File: config.mk
export PLATFORM = sky130hd
export DESIGN_NAME = dioc_top
export DESIGN_NICKNAME = d
export VERILOG_FILES = /design/src/rtl/dioc_pkg.sv /design/src/rtl/dioc_cfg_if.sv /design/src/rtl/dioc_top.sv /design/src/rtl/dioc_in_cond.sv /design/src/rtl/dioc_on_counter.sv
export VERILOG_INCLUDE_DIRS = /design/src /design/src/rtl
export SDC_FILE = /design/constraint.sdc
export NUM_CORES = 2
export LEC_CHECK = 0
export BUFFER_PORTS_ARGS = -buffer_cell sky130_fd_sc_hd__clkbuf_2
export CORE_MARGIN = 2
export CORE_UTILIZATION = 65
export DETAILED_ROUTE_END_ITERATION = 10
export PLACE_DENSITY_LB_ADDON = 0.3
export RECOVER_POWER = 100
export SETUP_SLACK_MARGIN = 0.3
export SYNTH_ARGS = -nofsm -noshare
export SYNTH_HDL_FRONTEND = slang
export SYNTH_HIERARCHICAL = 1
export SYNTH_SLANG_ARGS = --single-unit
File: constraint.sdc
create_clock -name i_ref_clk -period 11.7 [get_ports i_ref_clk]
set_input_delay 0.585 -clock i_ref_clk [delete_from_list [all_inputs] [get_ports i_ref_clk]]
set_output_delay 0.585 -clock i_ref_clk [all_outputs]
set_load 0.01 [all_outputs]
File: src/rtl/dioc_regs.svh
`ifndef DIOC_REGS_SVH
`define DIOC_REGS_SVH
// ==========================================
// Register offsets
`define DIOC_CTRL_OFF 8'h00
`define DIOC_FMODE_OFF 8'h04
`define DIOC_LIMIT_OFF 8'h08
`define DIOC_STAT_OFF 8'h0C
`define DIOC_MASK_OFF 8'h10
`define DIOC_INLVL_OFF 8'h14
`define DIOC_OPEN_OFF 8'h18
`define DIOC_CNTERR_OFF 8'h1C
`define DIOC_LIVE_OFF 8'h20
`define DIOC_CNT_BASE 8'h40
// ==========================================
// Control fields
`define DIOC_SUP_EN_BIT 0
`define DIOC_INRUSH_EN_BIT 1
`define DIOC_FILT_LSB 2
`define DIOC_EXT_LSB 4
`define DIOC_LSHORT_EN_BIT 6
`define DIOC_RECOV_BIT 7
`define DIOC_OPEN_EN_BIT 8
`define DIOC_CNT_EN_BIT 9
`define DIOC_PRIO_BIT 10
// Status and mask bits
`define DIOC_ST_SUP 0
`define DIOC_ST_LSHORT 1
`define DIOC_ST_OPEN 2
`define DIOC_ST_CNT 3
// ==========================================
// Reset values, limit range and limit scale
`define DIOC_CTRL_RST 11'h055
`define DIOC_LIMIT_RST 16'hFDE8
`define DIOC_LIMIT_MIN 16'h0001
`define DIOC_LIMIT_MAX 16'hFDE8
`define DIOC_LIMIT_SCALE 27'h00003E8
// ==========================================
// Timing
`define DIOC_CLK_NS 10
`define DIOC_TICK_US 100
`define DIOC_TICK_CYC ((`DIOC_TICK_US * 1000) / `DIOC_CLK_NS)
`define DIOC_US2TICK(us) ((us) / `DIOC_TICK_US)
`define DIOC_FILT0_US 100
`define DIOC_FILT1_US 1000
`define DIOC_FILT2_US 10000
`define DIOC_FILT3_US 20000
`define DIOC_EXT0_US 1000
`define DIOC_EXT1_US 15000
`define DIOC_EXT2_US 100000
`define DIOC_EXT3_US 200000
`define DIOC_INRUSH_MS 100
`define DIOC_INRUSH_TICKS `DIOC_US2TICK(`DIOC_INRUSH_MS * 1000)
`define DIOC_HOUR_S 3600
`define DIOC_HOUR_TICKS (`DIOC_HOUR_S * (1000000 / `DIOC_TICK_US))
`endif

File: src/rtl/dioc_pkg.sv
package dioc_pkg;
  typedef logic [11:0] dioc_tick_t;
  typedef logic [26:0] dioc_cnt_t;
  typedef enum logic [1:0] {DIOC_FM_CLEAR, DIOC_FM_HOLD, DIOC_FM_HIGH} dioc_fault_mode_t;
endpackage : dioc_pkg

File: src/rtl/dioc_cfg_if.sv
interface dioc_cfg_if;
  logic tick;
  dioc_pkg::dioc_tick_t filt_len;
  dioc_pkg::dioc_tick_t ext_len;
  logic cnt_en;
  dioc_pkg::dioc_cnt_t thresh;
  modport src (output tick, filt_len, ext_len, cnt_en, thresh);
  modport snk (input tick, filt_len, ext_len, cnt_en, thresh);
endinterface // dioc_cfg_if

File: src/rtl/dioc_top.sv
// Functional notes
// Supply short raises unit error when enabled (default on); none when off.
// Inrush blanking, default off, ignores excess current 100 ms after inrush.
// Inputs ignore changes shorter than 0.1/1/10/20 ms filter; default 1 ms.
// Accepted input held for 1/15/100/200 ms extension; default 15 ms.
// Load short raises unit error when enabled (default on); none when off.
// Auto restart, the default: short error clears once short is gone.
// Manual restart: short error stays latched until power is cycled; the code also clears it when load short detection is disabled.
// Open detection, default off, raises per-channel error on disconnected load.
// On comm fault each output goes off, holds, or drives high per setting.
// Per-channel fault setting applies only when priority selects handheld.
// Per-channel ON count; when enabled, error once count exceeds limit.
// Limit accepts 1 to 65000; threshold is limit times one thousand.
// Every hour all channel counts are offered to persistent storage.
// After power returns counting resumes from the last saved value.
// Filter passes a level only after full stable time; ON restarts hold.
// After reset every setting takes its default value.
`include "dioc_regs.svh"
module dioc_top #(
  parameter int NCH = 8,
  parameter int TICK_CYC = `DIOC_TICK_CYC,
  parameter int INRUSH_TICKS = `DIOC_INRUSH_TICKS,
  parameter int HOUR_TICKS = `DIOC_HOUR_TICKS
) (
  input wire logic i_ref_clk,
  input wire logic i_rst,
  input wire logic i_psel,
  input wire logic i_penable,
  input wire logic i_pwrite,
  input wire logic [7:0] i_paddr,
  input wire logic [31:0] i_pwdata,
  output logic [31:0] o_prdata,
  output logic o_pready,
  output logic o_pslverr,
  input wire logic [NCH-1:0] i_in_raw,
  input wire logic [NCH-1:0] i_out_cmd,
  input wire logic i_comm_fault,
  input wire logic i_supply_short,
  input wire logic i_over_current,
  input wire logic [NCH-1:0] i_load_open,
  input wire logic i_restore_stb,
  input wire logic [NCH*27-1:0] i_restore_cnt,
  output logic [NCH-1:0] o_in_level,
  output logic [NCH-1:0] o_out_drive,
  output logic o_supply_err,
  output logic o_load_short_err,
  output logic [NCH-1:0] o_load_open_err,
  output logic [NCH-1:0] o_count_err,
  output logic o_save_stb,
  output logic [NCH*27-1:0] o_save_cnt,
  output logic o_irq
);
  typedef struct packed {
    logic [10:0] ctrl;
    logic [2*NCH-1:0] fmode;
    logic [15:0] limit;
    logic [3:0] stat;
    logic [3:0] mask;
    logic [31:0] prdata;
    logic [31:0] div;
    logic [31:0] hour;
    logic [11:0] inrush;
    logic save_stb;
    logic [NCH-1:0] out_drive;
    logic sup_err;
    logic ld_err;
    logic [NCH-1:0] open_err;
  } dioc_top_st_t;

  dioc_top_st_t st_ff;
  dioc_top_st_t nxt_st;
  logic tick;
  logic blank;
  logic setup;
  logic wr;
  logic [NCH-1:0] in_on;
  logic [NCH-1:0] cnt_err;
  dioc_pkg::dioc_cnt_t cnt [NCH];

  dioc_cfg_if cfg ();

  // ==========================================
  // Helpers
  function automatic dioc_pkg::dioc_tick_t filt_ticks(input logic [1:0] sel);
    unique case (sel)
      2'h0: filt_ticks = 12'(`DIOC_US2TICK(`DIOC_FILT0_US));
      2'h1: filt_ticks = 12'(`DIOC_US2TICK(`DIOC_FILT1_US));
      2'h2: filt_ticks = 12'(`DIOC_US2TICK(`DIOC_FILT2_US));
      2'h3: filt_ticks = 12'(`DIOC_US2TICK(`DIOC_FILT3_US));
    endcase
  endfunction

  function automatic dioc_pkg::dioc_tick_t ext_ticks(input logic [1:0] sel);
    unique case (sel)
      2'h0: ext_ticks = 12'(`DIOC_US2TICK(`DIOC_EXT0_US));
      2'h1: ext_ticks = 12'(`DIOC_US2TICK(`DIOC_EXT1_US));
      2'h2: ext_ticks = 12'(`DIOC_US2TICK(`DIOC_EXT2_US));
      2'h3: ext_ticks = 12'(`DIOC_US2TICK(`DIOC_EXT3_US));
    endcase
  endfunction

  function automatic logic is_mapped(input logic [7:0] a);
    is_mapped = (a <= `DIOC_LIVE_OFF && a[1:0] == 2'h0) ||
                (a >= `DIOC_CNT_BASE && a[1:0] == 2'h0 &&
                 32'(a - `DIOC_CNT_BASE) < 32'(4 * NCH));
  endfunction

  // ==========================================
  // Shared timing and configuration
  assign tick = (st_ff.div == 32'(TICK_CYC - 1));
  assign blank = st_ff.ctrl[`DIOC_INRUSH_EN_BIT] && (st_ff.inrush != '0);
  assign setup = i_psel && !i_penable;
  assign wr = i_psel && i_penable && i_pwrite && is_mapped(i_paddr);

  assign cfg.tick = tick;
  assign cfg.filt_len = filt_ticks(st_ff.ctrl[`DIOC_FILT_LSB +: 2]);
  assign cfg.ext_len = ext_ticks(st_ff.ctrl[`DIOC_EXT_LSB +: 2]);
  assign cfg.cnt_en = st_ff.ctrl[`DIOC_CNT_EN_BIT];
  assign cfg.thresh = 27'(st_ff.limit) * `DIOC_LIMIT_SCALE;

  // ==========================================
  // Per-channel input conditioning and counting
  for (genvar ch = 0; ch < NCH; ch++) begin : g_ch
    dioc_in_cond u_in (
      .i_ref_clk(i_ref_clk),
      .i_rst(i_rst),
      .cfg(cfg.snk),
      .i_raw(i_in_raw[ch]),
      .o_level(o_in_level[ch]),
      .o_on_evt(in_on[ch])
    );
    dioc_on_counter u_cnt (
      .i_ref_clk(i_ref_clk),
      .i_rst(i_rst),
      .cfg(cfg.snk),
      .i_on_evt(in_on[ch] | (nxt_st.out_drive[ch] & ~st_ff.out_drive[ch])),
      .i_restore_stb(i_restore_stb),
      .i_restore_val(i_restore_cnt[ch*27 +: 27]),
      .o_count(cnt[ch]),
      .o_limit_err(cnt_err[ch])
    );
    assign o_save_cnt[ch*27 +: 27] = cnt[ch];
  end

  // ==========================================
  // Next state
  always_comb begin
    logic [NCH-1:0] rise;
    logic [7:0] idx;
    rise = '0;
    idx = 8'h00;
    nxt_st = st_ff;
    nxt_st.save_stb = 1'b0;
    nxt_st.div = tick ? '0 : st_ff.div + 32'h0000_0001;
    if (tick) begin
      if (st_ff.hour == 32'(HOUR_TICKS - 1)) begin
        nxt_st.hour = '0;
        nxt_st.save_stb = 1'b1;
      end else begin
        nxt_st.hour = st_ff.hour + 32'h0000_0001;
      end
    end
    for (int ch = 0; ch < NCH; ch++) begin
      if (!i_comm_fault) begin
        nxt_st.out_drive[ch] = i_out_cmd[ch];
      end else if (st_ff.ctrl[`DIOC_PRIO_BIT]) begin
        unique case (st_ff.fmode[2*ch +: 2])
          dioc_pkg::DIOC_FM_CLEAR: nxt_st.out_drive[ch] = 1'b0;
          dioc_pkg::DIOC_FM_HOLD: nxt_st.out_drive[ch] = st_ff.out_drive[ch];
          dioc_pkg::DIOC_FM_HIGH: nxt_st.out_drive[ch] = 1'b1;
          default: nxt_st.out_drive[ch] = 1'b0;
        endcase
      end else begin
        nxt_st.out_drive[ch] = 1'b0;
      end
    end
    rise = nxt_st.out_drive & ~st_ff.out_drive;
    if (|rise) begin
      nxt_st.inrush = 12'(INRUSH_TICKS);
    end else if (tick && st_ff.inrush != '0) begin
      nxt_st.inrush = st_ff.inrush - 12'h001;
    end
    nxt_st.sup_err = st_ff.ctrl[`DIOC_SUP_EN_BIT] && i_supply_short;
    if (!st_ff.ctrl[`DIOC_LSHORT_EN_BIT]) begin
      nxt_st.ld_err = 1'b0;
    end else if (i_over_current && !blank) begin
      nxt_st.ld_err = 1'b1;
    end else if (!st_ff.ctrl[`DIOC_RECOV_BIT] && !i_over_current) begin
      nxt_st.ld_err = 1'b0;
    end
    nxt_st.open_err = st_ff.ctrl[`DIOC_OPEN_EN_BIT] ? i_load_open : '0;
    if (wr && i_paddr == `DIOC_CTRL_OFF) begin
      nxt_st.ctrl = i_pwdata[10:0];
    end
    if (wr && i_paddr == `DIOC_FMODE_OFF) begin
      nxt_st.fmode = i_pwdata[2*NCH-1:0];
    end
    if (wr && i_paddr == `DIOC_LIMIT_OFF && i_pwdata[15:0] >= `DIOC_LIMIT_MIN &&
        i_pwdata[15:0] <= `DIOC_LIMIT_MAX && i_pwdata[31:16] == 16'h0000) begin
      nxt_st.limit = i_pwdata[15:0];
    end
    if (wr && i_paddr == `DIOC_MASK_OFF) begin
      nxt_st.mask = i_pwdata[3:0];
    end
    if (wr && i_paddr == `DIOC_STAT_OFF) begin
      nxt_st.stat = st_ff.stat & ~i_pwdata[3:0];
    end
    nxt_st.stat[`DIOC_ST_SUP] = nxt_st.stat[`DIOC_ST_SUP] | st_ff.sup_err;
    nxt_st.stat[`DIOC_ST_LSHORT] = nxt_st.stat[`DIOC_ST_LSHORT] | st_ff.ld_err;
    nxt_st.stat[`DIOC_ST_OPEN] = nxt_st.stat[`DIOC_ST_OPEN] | (|st_ff.open_err);
    nxt_st.stat[`DIOC_ST_CNT] = nxt_st.stat[`DIOC_ST_CNT] | (|cnt_err);
    if (setup) begin
      nxt_st.prdata = '0;
      unique case (i_paddr)
        `DIOC_CTRL_OFF: nxt_st.prdata = 32'(st_ff.ctrl);
        `DIOC_FMODE_OFF: nxt_st.prdata = 32'(st_ff.fmode);
        `DIOC_LIMIT_OFF: nxt_st.prdata = 32'(st_ff.limit);
        `DIOC_STAT_OFF: nxt_st.prdata = 32'(st_ff.stat);
        `DIOC_MASK_OFF: nxt_st.prdata = 32'(st_ff.mask);
        `DIOC_INLVL_OFF: nxt_st.prdata = 32'(o_in_level);
        `DIOC_OPEN_OFF: nxt_st.prdata = 32'(st_ff.open_err);
        `DIOC_CNTERR_OFF: nxt_st.prdata = 32'(cnt_err);
        `DIOC_LIVE_OFF: nxt_st.prdata = {30'h0, st_ff.ld_err, st_ff.sup_err};
        default: begin
          if (is_mapped(i_paddr)) begin
            idx = 8'((i_paddr - `DIOC_CNT_BASE) >> 2);
            for (int ch = 0; ch < NCH; ch++) begin
              if (idx == 8'(ch)) begin
                nxt_st.prdata = 32'(cnt[ch]);
              end
            end
          end
        end
      endcase
    end
  end

  always_ff @(posedge i_ref_clk) begin
    if (i_rst) begin
      st_ff <= '0;
      st_ff.ctrl <= `DIOC_CTRL_RST;
      st_ff.limit <= `DIOC_LIMIT_RST;
    end else begin
      st_ff <= nxt_st;
    end
  end

  // ==========================================
  // Outputs
  assign o_prdata = st_ff.prdata;
  assign o_pready = 1'b1;
  assign o_pslverr = i_psel && i_penable && !is_mapped(i_paddr);
  assign o_out_drive = st_ff.out_drive;
  assign o_supply_err = st_ff.sup_err;
  assign o_load_short_err = st_ff.ld_err;
  assign o_load_open_err = st_ff.open_err;
  assign o_count_err = cnt_err;
  assign o_save_stb = st_ff.save_stb;
  assign o_irq = |(st_ff.stat & st_ff.mask);
endmodule // dioc_top

File: src/rtl/dioc_in_cond.sv
module dioc_in_cond (
  input wire logic i_ref_clk,
  input wire logic i_rst,
  dioc_cfg_if.snk cfg,
  input wire logic i_raw,
  output logic o_level,
  output logic o_on_evt
);
  typedef struct packed {
    logic filt;
    dioc_pkg::dioc_tick_t stab;
    dioc_pkg::dioc_tick_t ext;
    logic level;
    logic on_evt;
  } dioc_in_st_t;
  dioc_in_st_t st_ff;
  dioc_in_st_t nxt_st;

  always_comb begin
    nxt_st = st_ff;
    nxt_st.on_evt = 1'b0;
    if (i_raw == st_ff.filt) begin
      nxt_st.stab = '0;
    end else if (cfg.tick) begin
      if (st_ff.stab + 12'h001 >= cfg.filt_len) begin
        nxt_st.filt = i_raw;
        nxt_st.stab = '0;
        nxt_st.on_evt = i_raw;
      end else begin
        nxt_st.stab = st_ff.stab + 12'h001;
      end
    end
    if (nxt_st.on_evt) begin
      nxt_st.ext = cfg.ext_len;
    end else if (cfg.tick && st_ff.ext != '0) begin
      nxt_st.ext = st_ff.ext - 12'h001;
    end
    nxt_st.level = nxt_st.filt | (nxt_st.ext != '0);
  end

  always_ff @(posedge i_ref_clk) begin
    if (i_rst) begin
      st_ff <= '0;
    end else begin
      st_ff <= nxt_st;
    end
  end

  assign o_level = st_ff.level;
  assign o_on_evt = st_ff.on_evt;
endmodule // dioc_in_cond

File: src/rtl/dioc_on_counter.sv
module dioc_on_counter (
  input wire logic i_ref_clk,
  input wire logic i_rst,
  dioc_cfg_if.snk cfg,
  input wire logic i_on_evt,
  input wire logic i_restore_stb,
  input wire dioc_pkg::dioc_cnt_t i_restore_val,
  output dioc_pkg::dioc_cnt_t o_count,
  output logic o_limit_err
);
  typedef struct packed {
    dioc_pkg::dioc_cnt_t cnt;
    logic err;
  } dioc_cnt_st_t;
  dioc_cnt_st_t st_ff;
  dioc_cnt_st_t nxt_st;

  always_comb begin
    nxt_st = st_ff;
    if (i_restore_stb) begin
      nxt_st.cnt = i_restore_val;
    end else if (i_on_evt && st_ff.cnt != '1) begin
      nxt_st.cnt = st_ff.cnt + 27'h0000001;
    end
    nxt_st.err = cfg.cnt_en && (st_ff.cnt > cfg.thresh);
  end

  always_ff @(posedge i_ref_clk) begin
    if (i_rst) begin
      st_ff <= '0;
    end else begin
      st_ff <= nxt_st;
    end
  end

  assign o_count = st_ff.cnt;
  assign o_limit_err = st_ff.err;
endmodule // dioc_on_counter

==> Flow_metrics.wiki <==
{| class="wikitable"
! Metric !! Value
|-
| GR met3 Demand/Resource || 11.32%
|-
| Post-synth cell types || 90
|-
| Vert. Die Dim || 272.7 µm
|-
| Post-CTS setup-driven buffer insertion count || 0
|-
| Area growth from synthesis to layout || 10.69%
|-
| Hold crit path type || primary input to register
|-
| Via count of the first global-routing pass || 44638
|-
| Number of DRC violations after detailed routing || 0
|-
| Core Box Area || 71490 µm²
|-
| Asr flop ratio synth || 0%
|-
| Placer Congestion || 1.046
|-
| Synthesis Warnings || 6
|-
| Number of enable-type register cells in the synthesized netlist || 0
|-
| Count of standard-cell rows || 98
|-
| Total standard cell area after synthesis || 46930 µm²
|-
| Number of CTS-inserted buffers || 71
|-
| Adder-cell area share of the yosys netlist || 13.40%
|-
| Power density of the placed cells || 98.60 nW/µm²
|-
| Clock net sink count || 613
|-
| Detailed router's first-iteration violation count || 5686
|-
| Die ar. || 74360 µm²
|-
| Post-synthesis cell count || 5746
|-
| Number of top-level design ports || 575
|-
| Routed wire length per instance || 22.72 µm
|-
| Final-report max-slew violation count || 656
|-
| Peak per-stage delay on the critical path || 3.87 ns
|-
| Nets@finish || 6995
|-
| Clock Latency Late Sink || 0.63 ns
|-
| Final cycle utilization of the critical path || 76.60%
|-
| Global-route track usage on met1 || 55.24%
|-
| Least-Margin Pin Slew || 5.666 ns
|-
| Share of synthesized area spent on multiplexers || 4.525%
|-
| Achievable Freq || 0.1116 GHz
|-
| Final worst path period need || 8.962 ns
|-
| Final WL || 164.6 mm
|-
| Number of antenna violations at the first check in global routing || 13
|-
| Maximum number of pins on one net before global-route repair || 105
|-
| Compound-gate portion of the synthesized area || 18.92%
|-
| Worst path buffer plus inverter count || 3
|-
| Critical path start-end classification || primary input to register
|-
| Fraction of layout cells with a size suffix above 1 || 10.02%
|-
| Tightest slew margin relative to the limit || -277.7%
|-
| Quantity of gates resized following cts || 0
|-
| Clock tree from TritonCTS || yes
|-
| Post-route antenna net violation count || 0
|-
| Root Buffer || sky130_fd_sc_hd__clkbuf_16
|-
| Setup tns final || 0 ns
|-
| GRT met2 Usage || 63.62%
|-
| Post-route core utilization || 72.66%
|-
| Detailed-route via count || 47872
|-
| Global-route layer with the greatest usage || met2
|-
| Number of buffers inserted by port buffering || 568
|-
| Worst ir drop on vdd || 0.0001030 V
|-
| Post-synthesis sequential element count || 613
|-
| Final setup skew || 0.02113 ns
|-
| Most used flip-flop cell after synthesis || sky130_fd_sc_hd__dfxtp_1
|-
| Aggregate global-route resource usage || 42.52%
|-
| Xor and xnor fraction of the mapped netlist area || 5.543%
|-
| Congestion Overflow GR || 0
|-
| Crit end category || register
|-
| Hold Buf Count CTS || 0
|-
| Setup repair after global routing missed its margin || false
|-
| Global-route wire length before repair || 249.7 mm
|-
| Arrival @ worst endpoint || 9.44 ns
|-
| Total count of hold-check failures in the final report || 0
|-
| Outcome || complete, but fails checks
|-
| Number of max-capacitance violations reported || 10
|-
| Per-cell via count in the routed design || 6.606
|-
| Required time of the worst setup path || 12.18 ns
|-
| Die width || 272.7 µm
|-
| Per-instance average area after synthesis || 8.167 µm²
|-
| Family with the most delay on the worst path || buffers and inverters
|-
| Maximum number of buffers from clock root to sink || 3
|-
| Crit-path cells || clkbuf_1 -> clkbuf_1 -> clkbuf_1 -> nand2b_1 -> nor2_1
|-
| CTS clk-pin slew, worst paths || 0.06 ns
|-
| Kind of start point of the critical path || primary input
|-
| Static leakage || 21.59 nW
|-
| Number of iterations in the first detailed-routing pass || 8
|-
| Combinational family with the most area after synthesis || simple AND/OR/NAND/NOR gates
|-
| Sequential share of the synthesized area || 26.15%
|-
| Effective utilization at floorplan || 65.64%
|-
| Total of fill cells in the finished design || 5772
|-
| Maximum net fanout on the critical path || 104
|-
| Post-synthesis simple-gate area fraction || 23.68%
|-
| CP max stage cell || sky130_fd_sc_hd__clkbuf_1
|-
| Total number of H-tree levels || 3
|-
| Setup-violating endpoint count in the final report || 0
|-
| Half-perimeter wire length after placement || 123.4 mm
|-
| Failing checks || capacitance limit, slew limit
|-
| Most common cell type on the critical path || sky130_fd_sc_hd__clkbuf_1
|}
## final timing paths
| check | slack [ns] | from | depth (start not counted) | end |
|---|---|---|---|---|
| setup reg to reg | 4.27 | st_ff[63] | 14 | g_ch[5].u_in/o_level |
| hold reg to reg | 0.46 | g_ch[2].u_in/st_ff[18] | 2 | g_ch[2].u_in/st_ff[18] |
| setup / recovery | 2.74 | i_rst | 5 | g_ch[1].u_in/st_ff[15] |
| hold / removal | 0.16 | i_load_open[3] | 2 | o_load_open_err[3] |
## kinds of logic (layout without fill, tap and decap cells)
kind of cell / count (synthesis) / in the layout
fa+ha+maj: 470 / 470
flops: 613 / 613
buf+inv: 845 / 1278
mux: 167 / 167
other cells: 2 / 120
compound gates: 1286 / 1286
simple gates: 2066 / 2066
xor+xnor: 297 / 297
## stage by stage
step	total power (W)	instance area, µm²	hold slack [ns]	worst slack, ns	instances
after detailed placement	0.002909	50100	0.4560	4.878	7113
after global routing	0.005248	51930	0.1578	2.299	7244
after global placement	0.002898	50100	0.4427	5.115	7113
final	0.005121	51940	0.1642	2.738	7247
after floorplan	0.002616	47330	0.4174	6.014	5854
after CTS	0.005106	52380	0.1439	4.877	7237
## flip-flops by register name (all words and copies together), names as in the netlist
name / flops
o_load_short_err: 1
o_load_open_err: 8
g_ch.u_cnt/o_count: 216
g_ch.u_in/o_level: 8
g_ch.u_cnt/o_limit_err: 8
g_ch.u_in/o_on_evt: 8
cfg.cnt_en: 1
o_supply_err: 1
o_save_stb: 1
o_prdata: 27
g_ch.u_in/st_ff: 200
st_ff: 126
o_out_drive: 8
## per-layer routing
metal | routed length (µm) | share of wire (%) | vias up
met5 | 42 | 0.026 | -
met2 | 68990 | 42 | 2986
met4 | 11280 | 6.9 | 6
met1 | 63590 | 39 | 22408
li1 | - | - | 21777
met3 | 20740 | 13 | 695
## cells in the mapped netlist, types with 133 or more instances
| master | count | area [µm²] |
|---|---|---|
| sky130_fd_sc_hd__clkbuf_1 | 175 | 656.9 |
| sky130_fd_sc_hd__dfxtp_1 | 613 | 12270 |
| sky130_fd_sc_hd__ha_1 | 416 | 5205 |
| sky130_fd_sc_hd__nand2_1 | 329 | 1235 |
| sky130_fd_sc_hd__nand3_1 | 196 | 980.9 |
| sky130_fd_sc_hd__inv_1 | 547 | 2053 |
| sky130_fd_sc_hd__nor2_1 | 611 | 2293 |
| sky130_fd_sc_hd__xor2_1 | 192 | 1682 |
| sky130_fd_sc_hd__a21oi_1 | 310 | 1551 |
| sky130_fd_sc_hd__a211oi_1 | 208 | 1562 |
| sky130_fd_sc_hd__nor3_1 | 133 | 665.6 |
| sky130_fd_sc_hd__o21ai_0 | 213 | 1066 |
| sky130_fd_sc_hd__nand4_1 | 143 | 894.6 |
## placed cells by master (no fill, tap or decap), types with 213 or more instances in the layout
cell,count
sky130_fd_sc_hd__clkbuf_2,285
sky130_fd_sc_hd__ha_1,416
sky130_fd_sc_hd__o21ai_0,213
sky130_fd_sc_hd__inv_1,546
sky130_fd_sc_hd__clkbuf_1,299
sky130_fd_sc_hd__nand2_1,329
sky130_fd_sc_hd__dfxtp_1,612
sky130_fd_sc_hd__a21oi_1,310
sky130_fd_sc_hd__a211oi_1,214
sky130_fd_sc_hd__nor2_1,611
## where the power goes
| group | internal, W | switching, W |
|---|---|---|
| Sequential | 0.00215 | 0.000191 |
| Clock | 0.00128 | 0.000950 |
| Combinational | 0.000213 | 0.000340 |
## final cells by class
class	instances	area [µm²]	share of cell area, %
Antenna cell	10	25.02	0.04818
Clock buffer	98	2059	3.965
Clock inverter	26	227.7	0.4384
Sequential cell	613	12270	23.63
Multi-Input combinational cell	4396	31350	60.36
Timing Repair Buffer	607	2759	5.312
Inverter	547	2054	3.955
Tap cell	950	1189	2.288
Note: power is estimated with default switching activity, not from simulation.
